$ cat config.mk
export PLATFORM = sky130hd
export DESIGN_NAME = adc_power_up_sequencing
export DESIGN_NICKNAME = d
export VERILOG_FILES = /design/src/hdl/adc_seq_pkg.sv /design/src/hdl/edge_sync.sv /design/src/hdl/adc_power_up_sequencing.sv
export SDC_FILE = /design/constraint.sdc
export NUM_CORES = 1
export LEC_CHECK = 0
export BUFFER_PORTS_ARGS = -buffer_cell sky130_fd_sc_hd__buf_2
export CAP_MARGIN = 20
export CORE_ASPECT_RATIO = 1.1
export CORE_UTILIZATION = 61
export DETAILED_ROUTE_END_ITERATION = 10
export PLACE_DENSITY = 0.81
export SLEW_MARGIN = 20
export SYNTH_ARGS = -nofsm -noshare
export SYNTH_HDL_FRONTEND = slang
export SYNTH_SLANG_ARGS = --single-unit
$ cat constraint.sdc
create_clock -name clk_i -period 2.7 [get_ports clk_i]
set_clock_uncertainty 0.05 [all_clocks]
set_input_delay 0.135 -clock clk_i [delete_from_list [all_inputs] [get_ports clk_i]]
set_output_delay 0.135 -clock clk_i [all_outputs]
set_load 0.02 [all_outputs]
$ cat src/hdl/adc_seq_pkg.sv
/*
 package for the converter power sequencing block: states, frame counts,
 timing constants and the carrier structs.
 assumes a 20 MHz system clock.
*/
package adc_seq_pkg;

   // ****************************************
   // frame counts
   // ****************************************
   localparam int unsigned FRAME_EDGES = 16;
   localparam int unsigned PD_LOW_EDGE = 2;
   localparam int unsigned PD_HIGH_EDGE = 10;
   localparam int unsigned TRACK_EDGE = 13;
   localparam int unsigned LEAD_ZEROS = 4;
   localparam int unsigned RESULT_BITS = 12;

   // ****************************************
   // timing
   // ****************************************
   localparam int unsigned CLK_HZ = 20000000;
   localparam int unsigned POWER_UP_NS = 1000;
   localparam int unsigned POWER_UP_CYCLES = (POWER_UP_NS * (CLK_HZ / 1000000) + 999) / 1000;

   // ****************************************
   // power state
   // ****************************************
   typedef enum logic [1:0] {
      PWR_DOWN = 2'b00,
      PWR_WAKING = 2'b01,
      PWR_FULL = 2'b10
   } power_state_t;

   typedef struct packed {
      logic chip_select_n;
      logic serial_clock;
   } link_in_t;

   typedef struct packed {
      logic data;
      logic data_oe;
   } link_out_t;

endpackage : adc_seq_pkg

$ cat src/hdl/edge_sync.sv
/*
 two-flop synchroniser with rise and fall pulses taken from the second flop.
 assumes an asynchronous level input.
*/
`timescale 1ns/1ps
`default_nettype none
module edge_sync #(
   // level the pin rests at when idle, loaded at reset so that no false edge follows
   parameter logic IDLE = 1'b1
) (
   // clock and reset
   input wire logic clk_i,
   input wire logic nrst_i,
   // async level
   input wire logic async_i,
   // synchronised level and edges
   output logic level_o,
   output logic rise_o,
   output logic fall_o
);
   logic stage1;
   logic stage2;
   logic stage3;
   logic next_stage1;
   logic next_stage2;
   logic next_stage3;

   always_comb begin
      next_stage1 = async_i;
      next_stage2 = stage1;
      next_stage3 = stage2;
   end

   always_ff @(posedge clk_i) begin
      if (!nrst_i) begin
         stage1 <= IDLE;
         stage2 <= IDLE;
         stage3 <= IDLE;
      end else begin
         stage1 <= next_stage1;
         stage2 <= next_stage2;
         stage3 <= next_stage3;
      end
   end

   assign level_o = stage2;
   assign rise_o = stage2 & ~stage3;
   assign fall_o = ~stage2 & stage3;
endmodule : edge_sync
`default_nettype wire

$ cat src/hdl/adc_power_up_sequencing.sv
/*
 converter frame and power sequencing: chip select framing, falling-edge
 counting, power mode, track/hold and serial result shifting.
 assumes chip select and serial clock arrive from the host asynchronously
 and are much slower than clk_i; the result word arrives on clk_i.
*/
// What this block does
// - one dummy frame fully powers the converter
// - wake: track on first clock after select
// - power up and acquire in one frame
// - initial power state undefined after supply
// - supply power-up time equals wake time
// - at supply start tracking already on
// - release in edges two..nine powers down
// - wake continues only past tenth edge
// - sixteen clocks; output enable window
// - four zeros then twelve bits MSB first
`timescale 1ns/1ps
`default_nettype none
module adc_power_up_sequencing
   import adc_seq_pkg::*;
#(
   parameter int unsigned WAKE_CYCLES = POWER_UP_CYCLES
) (
   // clock and reset
   input wire logic clk_i,
   input wire logic nrst_i,
   // host link pins
   input wire link_in_t link_i,
   output link_out_t link_o,
   // supply start-up power state strap
   input wire logic start_powered_i,
   // conversion result from the analog core
   input wire logic [RESULT_BITS-1:0] sample_i,
   // status
   output logic powered_o,
   output logic tracking_o,
   output logic sample_o
);
   if (WAKE_CYCLES < 1 || WAKE_CYCLES > 65535) begin : g_bad_wake
      $error("WAKE_CYCLES out of range");
   end

   // ****************************************
   // link synchronisers
   // ****************************************
   logic cs_level;
   logic cs_rise;
   logic cs_fall;
   logic sclk_rise;
   logic sclk_fall;

   edge_sync #(
      .IDLE(1'b1)
   ) u_cs (
      .clk_i(clk_i),
      .nrst_i(nrst_i),
      .async_i(link_i.chip_select_n),
      .level_o(cs_level),
      .rise_o(cs_rise),
      .fall_o(cs_fall)
   );

   // serial clock rests low between frames
   edge_sync #(
      .IDLE(1'b0)
   ) u_sclk (
      .clk_i(clk_i),
      .nrst_i(nrst_i),
      .async_i(link_i.serial_clock),
      .level_o(),
      .rise_o(sclk_rise),
      .fall_o(sclk_fall)
   );

   // ****************************************
   // frame and power state
   // ****************************************
   power_state_t pstate;
   power_state_t next_pstate;
   logic [4:0] edges;
   logic [4:0] next_edges;
   logic in_frame;
   logic next_in_frame;
   logic woke_frame;
   logic next_woke_frame;
   logic [15:0] wake_cnt;
   logic [15:0] next_wake_cnt;
   logic [15:0] shreg;
   logic [15:0] next_shreg;
   logic data;
   logic next_data;
   logic data_oe;
   logic next_data_oe;
   logic tracking;
   logic next_tracking;
   logic sample;
   logic next_sample;
   logic strap_taken;
   logic next_strap_taken;

   always_comb begin
      next_pstate = pstate;
      next_edges = edges;
      next_in_frame = in_frame;
      next_woke_frame = woke_frame;
      next_wake_cnt = wake_cnt;
      next_shreg = shreg;
      next_data = data;
      next_data_oe = data_oe;
      next_tracking = tracking;
      next_sample = 1'b0;
      next_strap_taken = 1'b1;
      if (!strap_taken) begin
         // undefined supply state resolved by the strap; track already on
         next_pstate = start_powered_i ? PWR_WAKING : PWR_DOWN;
         next_wake_cnt = 16'(WAKE_CYCLES);
         next_tracking = 1'b1;
      end else begin
         if (pstate == PWR_WAKING) begin
            if (wake_cnt <= 16'h0001) begin
               next_pstate = PWR_FULL;
               next_wake_cnt = 16'h0000;
            end else begin
               next_wake_cnt = wake_cnt - 16'h0001;
            end
         end
         if (cs_fall && !in_frame) begin
            next_in_frame = 1'b1;
            next_edges = 5'h00;
            next_tracking = 1'b0;
            next_sample = 1'b1;
            next_data_oe = 1'b1;
            next_data = 1'b0;
            next_shreg = {4'h0, sample_i};
            next_woke_frame = (pstate == PWR_DOWN);
            if (pstate == PWR_DOWN) begin
               next_pstate = PWR_WAKING;
               next_wake_cnt = 16'(WAKE_CYCLES);
            end
         end else if (in_frame && cs_rise) begin
            next_in_frame = 1'b0;
            next_data_oe = 1'b0;
            next_tracking = 1'b1;
            if (woke_frame && edges < 5'(PD_HIGH_EDGE)) begin
               next_pstate = PWR_DOWN;
            end else if (!woke_frame && edges >= 5'(PD_LOW_EDGE) && edges < 5'(PD_HIGH_EDGE)) begin
               next_pstate = PWR_DOWN;
            end
         end else if (in_frame) begin
            if (woke_frame && sclk_rise && edges == 5'h00) begin
               next_tracking = 1'b1;
            end
            if (sclk_rise && edges == 5'(TRACK_EDGE)) begin
               next_tracking = 1'b1;
            end
            if (sclk_fall && edges < 5'(FRAME_EDGES)) begin
               next_edges = edges + 5'h01;
               next_shreg = {shreg[14:0], 1'b0};
               next_data = shreg[14];
               if (edges == 5'(FRAME_EDGES - 1)) begin
                  next_data_oe = 1'b0;
                  next_tracking = 1'b1;
               end
            end
         end
      end
   end

   always_ff @(posedge clk_i) begin
      if (!nrst_i) begin
         pstate <= PWR_DOWN;
         edges <= 5'h00;
         in_frame <= 1'b0;
         woke_frame <= 1'b0;
         wake_cnt <= 16'h0000;
         shreg <= 16'h0000;
         data <= 1'b0;
         data_oe <= 1'b0;
         tracking <= 1'b1;
         sample <= 1'b0;
         strap_taken <= 1'b0;
      end else begin
         pstate <= next_pstate;
         edges <= next_edges;
         in_frame <= next_in_frame;
         woke_frame <= next_woke_frame;
         wake_cnt <= next_wake_cnt;
         shreg <= next_shreg;
         data <= next_data;
         data_oe <= next_data_oe;
         tracking <= next_tracking;
         sample <= next_sample;
         strap_taken <= next_strap_taken;
      end
   end

   // ****************************************
   // outputs
   // ****************************************
   logic powered;
   always_ff @(posedge clk_i) begin
      if (!nrst_i) begin
         powered <= 1'b0;
      end else begin
         powered <= (next_pstate == PWR_FULL);
      end
   end

   assign link_o.data = data;
   assign link_o.data_oe = data_oe;
   assign powered_o = powered;
   assign tracking_o = tracking;
   assign sample_o = sample;
endmodule : adc_power_up_sequencing
`default_nettype wire

Word-level counts from Yosys, hierarchy flattened. Index checks and enable logic that the tools add are counted.

Output and inout bits: 5. Logic and storage cells: 104. Bits in registers: 52.

Add/sub/neg operators: 2. Eq/ne operators: 5. $lt $le $gt $ge: 4. Bitwise gates (word level): 8. Muxes and demuxes: 42. Reductions and logical operators: 24.

Operators by type and width (count): 16-bit 2-to-1 mux (4); 15-bit 2-to-1 mux (4); 5-bit 2-to-1 mux (5); 1-bit 2-to-1 mux (21); 16-bit by 1-bit <= comparator with 1-bit output (second input constant) (1); 2-bit 2-to-1 mux (8); 16-bit by 1-bit subtractor with 16-bit output (second input constant) (1); 5-bit by 4-bit == test with 1-bit output (second input constant) (2); 1-bit logical AND (9); 3-bit nonzero test (3); 4-bit AND reduction (2); 2-bit AND reduction (3); 2-bit nonzero test (3); 5-bit by 1-bit adder with 5-bit output (second input constant) (1); 5-bit by 2-bit >= comparator with 1-bit output (second input constant) (1); 5-bit logical NOT (1); 5-bit by 4-bit less-than comparator with 1-bit output (second input constant) (1); 5-bit less-than comparator (second input constant) (1); 1-bit AND (4); 1-bit NOT (4); 2-bit by 1-bit == test with 1-bit output (second input constant) (1); 2-bit == test (second input constant) (1); 1-bit logical NOT (2); 2-bit logical NOT (1); 2-bit != test (second input constant) (1).

Depth between registers and ports, before layout. Gate-level depths: netlist of run 1.

Word-level depth: 11. Depth in mapped cells: 7. Mapped depth without buffers: 7.

Hierarchy. Synthesis of run 1 repeated with hierarchy kept, for this count alone.

Cells, all modules: 289. Area total of the unflattened synthesis: 2433.6 um^2.

Modules (own cells, without submodules): adc_power_up_sequencing (area an instance 2250.9 um^2, cells an instance 273, seq. area each 920.9 um^2, instances 1); edge_sync (area an instance 91.3 um^2, cells an instance 8, seq. area each 60.1 um^2, instances 2).

Worst setup path after synthesis of run 1. Ideal clock, no wire load.

Path type: register to register. Start point: register edges[1]. End point: register edges[4]. Setup time: 0.070 ns. Cell stages (with the launch flop): 6. Arrival: 1.562 ns. Path buffers: 0. Path slack: 1.018 ns. Path through: dfxtp_1 > ha_1 > and3_1 > ha_1 > or4_1 > a21oi_1.

Word-level cells in the longest chain between the ends: 5. Elaborated cells between the ends (all ways): 9.

Ends and longest elaborated chain: start: declaration (RTL line adc_power_up_sequencing.sv:81) `logic [4:0] edges;`; start signal: assignment (RTL line adc_power_up_sequencing.sv:185) `edges <= next_edges;`; 5-bit by 1-bit adder with 5-bit output (RTL line adc_power_up_sequencing.sv:158) `next_edges = edges + 5'h01;`; 5-bit 2-to-1 mux (RTL line adc_power_up_sequencing.sv:157) `if (sclk_fall && edges < 5'(FRAME_EDGES)) begin`; 5-bit 2-to-1 mux (RTL line adc_power_up_sequencing.sv:150) `end else if (in_frame) begin`; 5-bit 2-to-1 mux (RTL line adc_power_up_sequencing.sv:141) `end else if (in_frame && cs_rise) begin`; 5-bit 2-to-1 mux (RTL line adc_power_up_sequencing.sv:128) `if (cs_fall && !in_frame) begin`.

Parallel ways exist; a longest one is shown, timed or not. The select of a mux whose other input is x is not followed. A chain may end at the register's enable or synchronous reset.

Final worst setup path of run 1.
Start point: register in_frame. End point: register shreg[2].

Word-level cells in the longest chain between the ends: 4. Elaborated cells between the ends (all ways): 8.

Ends and longest elaborated chain: start: declaration (RTL line adc_power_up_sequencing.sv:83) `logic in_frame;`; start signal: assignment (RTL line adc_power_up_sequencing.sv:186) `in_frame <= next_in_frame;`; 1-bit logical NOT (RTL line adc_power_up_sequencing.sv:128); 1-bit logical AND (RTL line adc_power_up_sequencing.sv:128); 2-bit != test (no line) or 2-bit nonzero test (tied branches); 4-bit AND reduction (no line); end signal: assignment (RTL line adc_power_up_sequencing.sv:189) `shreg <= next_shreg;`; end: declaration (RTL line adc_power_up_sequencing.sv:89) `logic [15:0] shreg;`.

Parallel ways exist; a longest one is shown, timed or not.

==> results_dict.tcl, run 1 <==
set metrics [dict create \
    relSlewSlack_pct 45.74 \
    final.period_utilization_pct 76.50 \
    vias_per_cell 6.047 \
    dr.pass1.iters 4 \
    setup_slack_ps 634.4 \
    h-tree-depth 2 \
    regToRegStartpoint "in_frame" \
    leakage_nw 1.000 \
    drive_gt1_share_pct 13.74 \
    die_w_um 62.80 \
    synth_ff_type "dfxtp_1" \
    grt_antenna_before_repair 0 \
    initial_core_util_pct 65.78 \
    yosys_warnings 0 \
    power_density_nw_per_um2 608.0 \
    peakVddDrop_uv 545.9 \
    status "complete, no violations" \
    overflow 0 \
    worstMarginPinSlew_ps 812.1 \
    worstSkewPairLatency_ps 300 \
    wl_mm 5.150 \
    synth_cell_type_count 50 \
    fin_setup_tns_ps 0 \
    synth_cells 291 \
    period_needed_ps 2066 \
    hold_viol 0 \
    hpwlAfterDp_mm 3.518 \
    synth_edf_count 0 \
    synthArstFlopShare_pct 0 \
    synth_area_sq_um 2480 \
    hold_slack_ps 17.51 \
    core-area_sq_um 3770 \
    antennaDiodeCount 0 \
    max-cap-violations 0 \
    io_pins 22 \
    p_int_mw 1.325 \
    die_y_um 68.87 \
    postRouteAntennaNets 0 \
    drt-initial-drc-count 153 \
    clkPwrFrac_pct 41.7 \
    io_buffers 21 \
    worstSetupPathType "reg -> reg" \
    gp_congestion 0.7867 \
    synthesis.nets 315 \
    p_comb_share_pct 10.6 \
    drt-wirelength-per-cell_um 14.19 \
    dieArea_sq_um 4325 \
    hold_path.class "in -> reg" \
    postCtsSetupBuffers 0 \
    clock_sinks 52 \
    grt_first_pass_wirelength_mm 8.804 \
    rsz0062_at_grt "false" \
    area_growth_syn_to_layout_pct 13.07 \
    switching_share_pct 22.26 \
    vias 2195 \
    cts_root_buffer "clkbuf_8" \
    worstSetupStartpointType "register" \
    cts_tree "yes" \
    crit_fanout 16 \
    end_kind "register" \
    grt_max_degree 28 \
    synth-seq-area-share_pct 41.98 \
    place_ws_ps 671.9 \
    rows 23 \
    gr-usage-all-layers_pct 26.21 \
    power.switching_uw 379.5 \
    setup_viol 0 \
    drc 0 \
    clk_pin_slew_ps 90 \
    startpoint "in_frame" \
    cp.arrival_ps 2220 \
    cp.required_ps 2850 \
    synth_seq_cells 52 \
    synth.avg_cell_area_sq_um 8.522 \
    min_from "start_powered_i" \
    seqPwrFrac_pct 47.7 \
    nNetsFinal 336 \
    clock_path_buffers 2 \
    grt_pass1_vias 1958 \
    maxSlewViolCount 0 \
    cts_buffers 5 \
    fmax_ghz 0.4841 \
]
==> synth_stat cells, drive strengths merged (5+ instances only) <==
library cell	number	area share [%]
a211oi	5	1.7
a21oi	25	5.0
a311oi	11	3.9
buf	8	2.0
clkbuf	9	1.4
dfxtp	52	42
ha	7	3.5
inv	10	1.5
nand2	37	5.6
nand3	10	2.0
nand4	9	2.3
nor2	15	2.3
nor3	15	3.2
o21ai	18	3.6
or3	5	1.3
xor2	7	2.5
==> state kept, by name, indices dropped and copies added (netlist names), 2 cells and up <==
| name | flops |
|---|---|
| pstate | 2 |
| shreg | 15 |
| edges | 5 |
| wake_cnt | 16 |
==> cells by family (layout without fill, tap and decap cells) <==
| kind of cell | Yosys count | count (layout) | share of synthesized area (%) |
|---|---|---|---|
| AOI/OAI and AO/OA | 77 | 77 | 19.78 |
| DFF | 52 | 52 | 41.98 |
| adders and majority gates | 7 | 7 | 3.532 |
| muxes | 2 | 2 | 0.8073 |
| and+or+nand+nor | 118 | 118 | 26.34 |
| xor gates and xnor gates | 7 | 7 | 2.472 |
| buffers and inverters | 28 | 50 | 5.096 |
==> layer usage <==
layer  GRT usage (%)  wire length (um)  vias to the layer above
li1                -                 -                     1096
met1           29.67              2363                     1045
met2           50.27              2535                       48
met3           5.263               188                        6
met4           7.849                62                        0
met5               0                 0                        -
==> path summary, 6_finish.rpt <==
check,to,slack (ps),cells past startpoint
setup / recovery,shreg[2],630,5
setup reg to reg,shreg[2],630,5
hold reg to reg,u_cs.level_o,360,1
hold / removal,pstate[0],20,3
==> stage by stage <==
stage	power [mW]	utilization [%]	cell area (sq um)	instances
2_1_floorplan	0.9594	-	2480	291
3_3_place_gp	1.002	69.37	2615	352
3_5_place_dp	1.006	69.37	2615	352
4_1_cts	1.713	74.38	2804	363
5_1_grt	1.775	74.38	2804	363
6_report	1.705	74.38	2804	363
==> timing repair <==
action | CTS | global route
endpoints found under the setup margin | 0 | 0
hold buffers | 3 | 0
gates resized for setup | 0 | 0
endpoints found under the hold margin | 3 | 0
==> critical path: stages, from the launching register on <==
cell      delay (ps)
dfxtp_1          590
or3b_1           500
o31a_2           330
nor2_1            60
buf_4            200
a311oi_1         240
==> cell usage in the layout (no fill, tap or decap), drive strengths merged, types with 2 or more instances in the layout <==
cell,Yosys,layout
nor4,2,2
a311oi,11,11
clkbuf,9,5
xor2,7,7
nand3,10,10
nand4b,3,3
o21a,2,2
and2,4,4
a211oi,5,5
nand2b,4,4
or3,5,5
inv,10,10
nand4,9,9
or4,3,3
o21ai,18,18
ha,7,7
nor3,15,15
a21boi,2,2
nor2,15,15
nand3b,2,2
o31ai,3,3
mux2i,2,2
buf,8,28
o211ai,3,3
dlygate4sd3,0,3
bufinv,0,3
a21oi,25,25
dfxtp,52,52
a31oi,3,3
nand2,37,37
==> power by group through the flow <==
stage          logic, mW  registers (mW)  clock network, mW
3_3_place_gp       0.172           0.830                  0
6_report           0.181           0.814              0.710
4_1_cts            0.180           0.813              0.720
3_5_place_dp       0.175           0.831                  0
5_1_grt            0.202           0.817              0.756
2_1_floorplan      0.134           0.826                  0
==> area by class of cell <==
type,count,area (sq um)
inverters,11,41.29
fillers,299,965.9
well taps,50,62.56
clock inverters,3,90.09
flip-flops and latches,52,1041
repair buffers,31,187.7
clock buffers,5,68.82
multi-input cells,211,1313
Note: power is estimated with default switching activity, not from simulation.
==> inputs of run 2 (changes only) <==
- CORE_UTILIZATION: 61 -> 58
- PLACE_DENSITY: 0.81 -> 0.78
- clock period: 2.7 -> 2 ns (I/O delays scaled with it)
==> results_dict.tcl, run 2 (synthesized netlist as in run 1, its figures left out) <==
set metrics [dict create \
    maxSlewViolCount 0 \
    setup_slack_ps 155.2 \
    nNetsFinal 357 \
    seqPwrFrac_pct 52.6 \
    switching_share_pct 24.84 \
    hold_viol 0 \
    power.switching_uw 517.6 \
    fmax_ghz 0.5421 \
    drive_gt1_share_pct 15.27 \
    reg_top3 "wake_cnt x16, shreg x15, edges x5" \
    grt_max_degree 27 \
    top_register "wake_cnt" \
    largest_reg_flops 16 \
    final_cell_mix "dfxtp_1 (52), nand2_1 (37), a21oi_1 (25)" \
    final_cells 386 \
    rsz0062_at_grt "false" \
    wl_mm 5.370 \
    cts_tree "yes" \
    grt_antenna_before_repair 0 \
    worstMarginPinSlew_ps 539.2 \
    dp.cells 361 \
    slowest_delay_ps 400 \
    worstPathCellList "nor4_4 -> buf_4 -> nand4b_4 -> or3_1 -> a211oi_2" \
    power_density_nw_per_um2 708.2 \
    dr.pass1.iters 4 \
    hpwlAfterDp_mm 3.500 \
    grt_pass1_vias 2162 \
    p_int_mw 1.567 \
    rows 24 \
    clock_sinks 52 \
    fin_util_pct 73.13 \
    gp_congestion 0.8455 \
    worstSetupPathType "reg -> reg" \
    postPlaceCellArea_sq_um 2670 \
    r2r_setup_slack_ps 160 \
    core-area_sq_um 4024 \
    crit_slowest_cell "or3_1" \
    die_w_um 64.35 \
    crit_fanout 9 \
    place_ws_ps 172.0 \
    drc 0 \
    die_y_um 70.58 \
    h-tree-depth 2 \
    fin_setup_tns_ps 0 \
    end_kind "register" \
    io_pins 22 \
    final.period_utilization_pct 92.24 \
    overflow 0 \
    clock_path_buffers 2 \
    dieArea_sq_um 4541 \
    vias_per_cell 5.813 \
    postLayoutCellArea_sq_um 2943 \
    final_common_cell "dfxtp_1" \
    p_comb_share_pct 13.7 \
    hold_slack_ps 13.89 \
    io_buffers 21 \
    antennaDiodeCount 0 \
    worstSkewPairLatency_ps 300 \
    relSlewSlack_pct 63.96 \
    drt-wirelength-per-cell_um 13.91 \
    drt-initial-drc-count 151 \
    leakage_nw 1.071 \
    status "complete, no violations" \
    initial_core_util_pct 61.63 \
    worstSetupStartpointType "register" \
    cp.required_ps 2180 \
    cp.arrival_ps 2020 \
    clkPwrFrac_pct 33.7 \
    gr-usage-all-layers_pct 26.80 \
    area_growth_syn_to_layout_pct 18.67 \
    grt_first_pass_wirelength_mm 9.687 \
    setup_viol 0 \
    power.total_mw 2.084 \
    cts_buffers 5 \
    max-cap-violations 0 \
    postRouteAntennaNets 0 \
    clk_pin_slew_ps 90 \
    peakVddDrop_uv 548.9 \
    vias 2244 \
    hold_path.class "in -> reg" \
    period_needed_ps 1845 \
    cts_root_buffer "clkbuf_8" \
]
[run 2: cell count changes in the layout (fill, tap and decap cells not counted), sizes merged]
| cell | change |
|---|---|
| clkinv | +1 |
| buf | +9 |
| bufinv | -2 |
| dlygate4sd3 | +12 |
| clkbuf | +1 |
[run 2: layout make-up]
type,instances,area [sq um]
Sequential cell,52,1041
Tap cell,52,65.06
Inverter,11,41.29
Clock inverter,2,35.03
Timing Repair Buffer,52,375.4
Fill cell,315,1081
Multi-Input combinational cell,211,1313
Clock buffer,6,72.57
[run 2: power by group through the flow]
stage          registers, mW  clock network, mW  logic, mW
2_1_floorplan           1.11                  0      0.181
3_3_place_gp            1.12                  0      0.250
3_5_place_dp            1.12                  0      0.254
4_1_cts                 1.10              0.717      0.276
5_1_grt                 1.10              0.770      0.317
6_report                1.10              0.703      0.285
[run 2: worst max-delay path, delay by kind of cell, from the launching register on]
| family | cells | cell delay, ps |
|---|---|---|
| simple gates | 3 | 950 |
| flops | 1 | 370 |
| buf+inv | 1 | 200 |
| compound gates | 1 | 210 |
[run 2: path summary, 6_finish.rpt]
kind,from,end,cells past startpoint
setup / recovery,wake_cnt[6],wake_cnt[15],5
hold / removal,sample_i[8],shreg[8],3
setup reg to reg,wake_cnt[6],wake_cnt[15],5
hold reg to reg,u_cs.next_stage2,u_cs.level_o,1
[run 2: timing repair]
| item | 4_1_cts | 5_1_grt |
|---|---|---|
| gates resized for setup | 0 | 0 |
| hold buffers | 15 | 0 |
| endpoints found under the hold margin | 15 | 0 |
| setup endpoints to repair | 0 | 1 |
| setup buffers | 0 | 2 |
[run 2: per-layer routing]
layer / wire (um) / up-vias / global-route usage [%]
met4: 82 / 0 / 9.136
met2: 2601 / 45 / 43.63
met5: 0 / - / 0
li1: - / 1141 / -
met1: 2449 / 1050 / 35.10
met3: 236 / 8 / 5.806
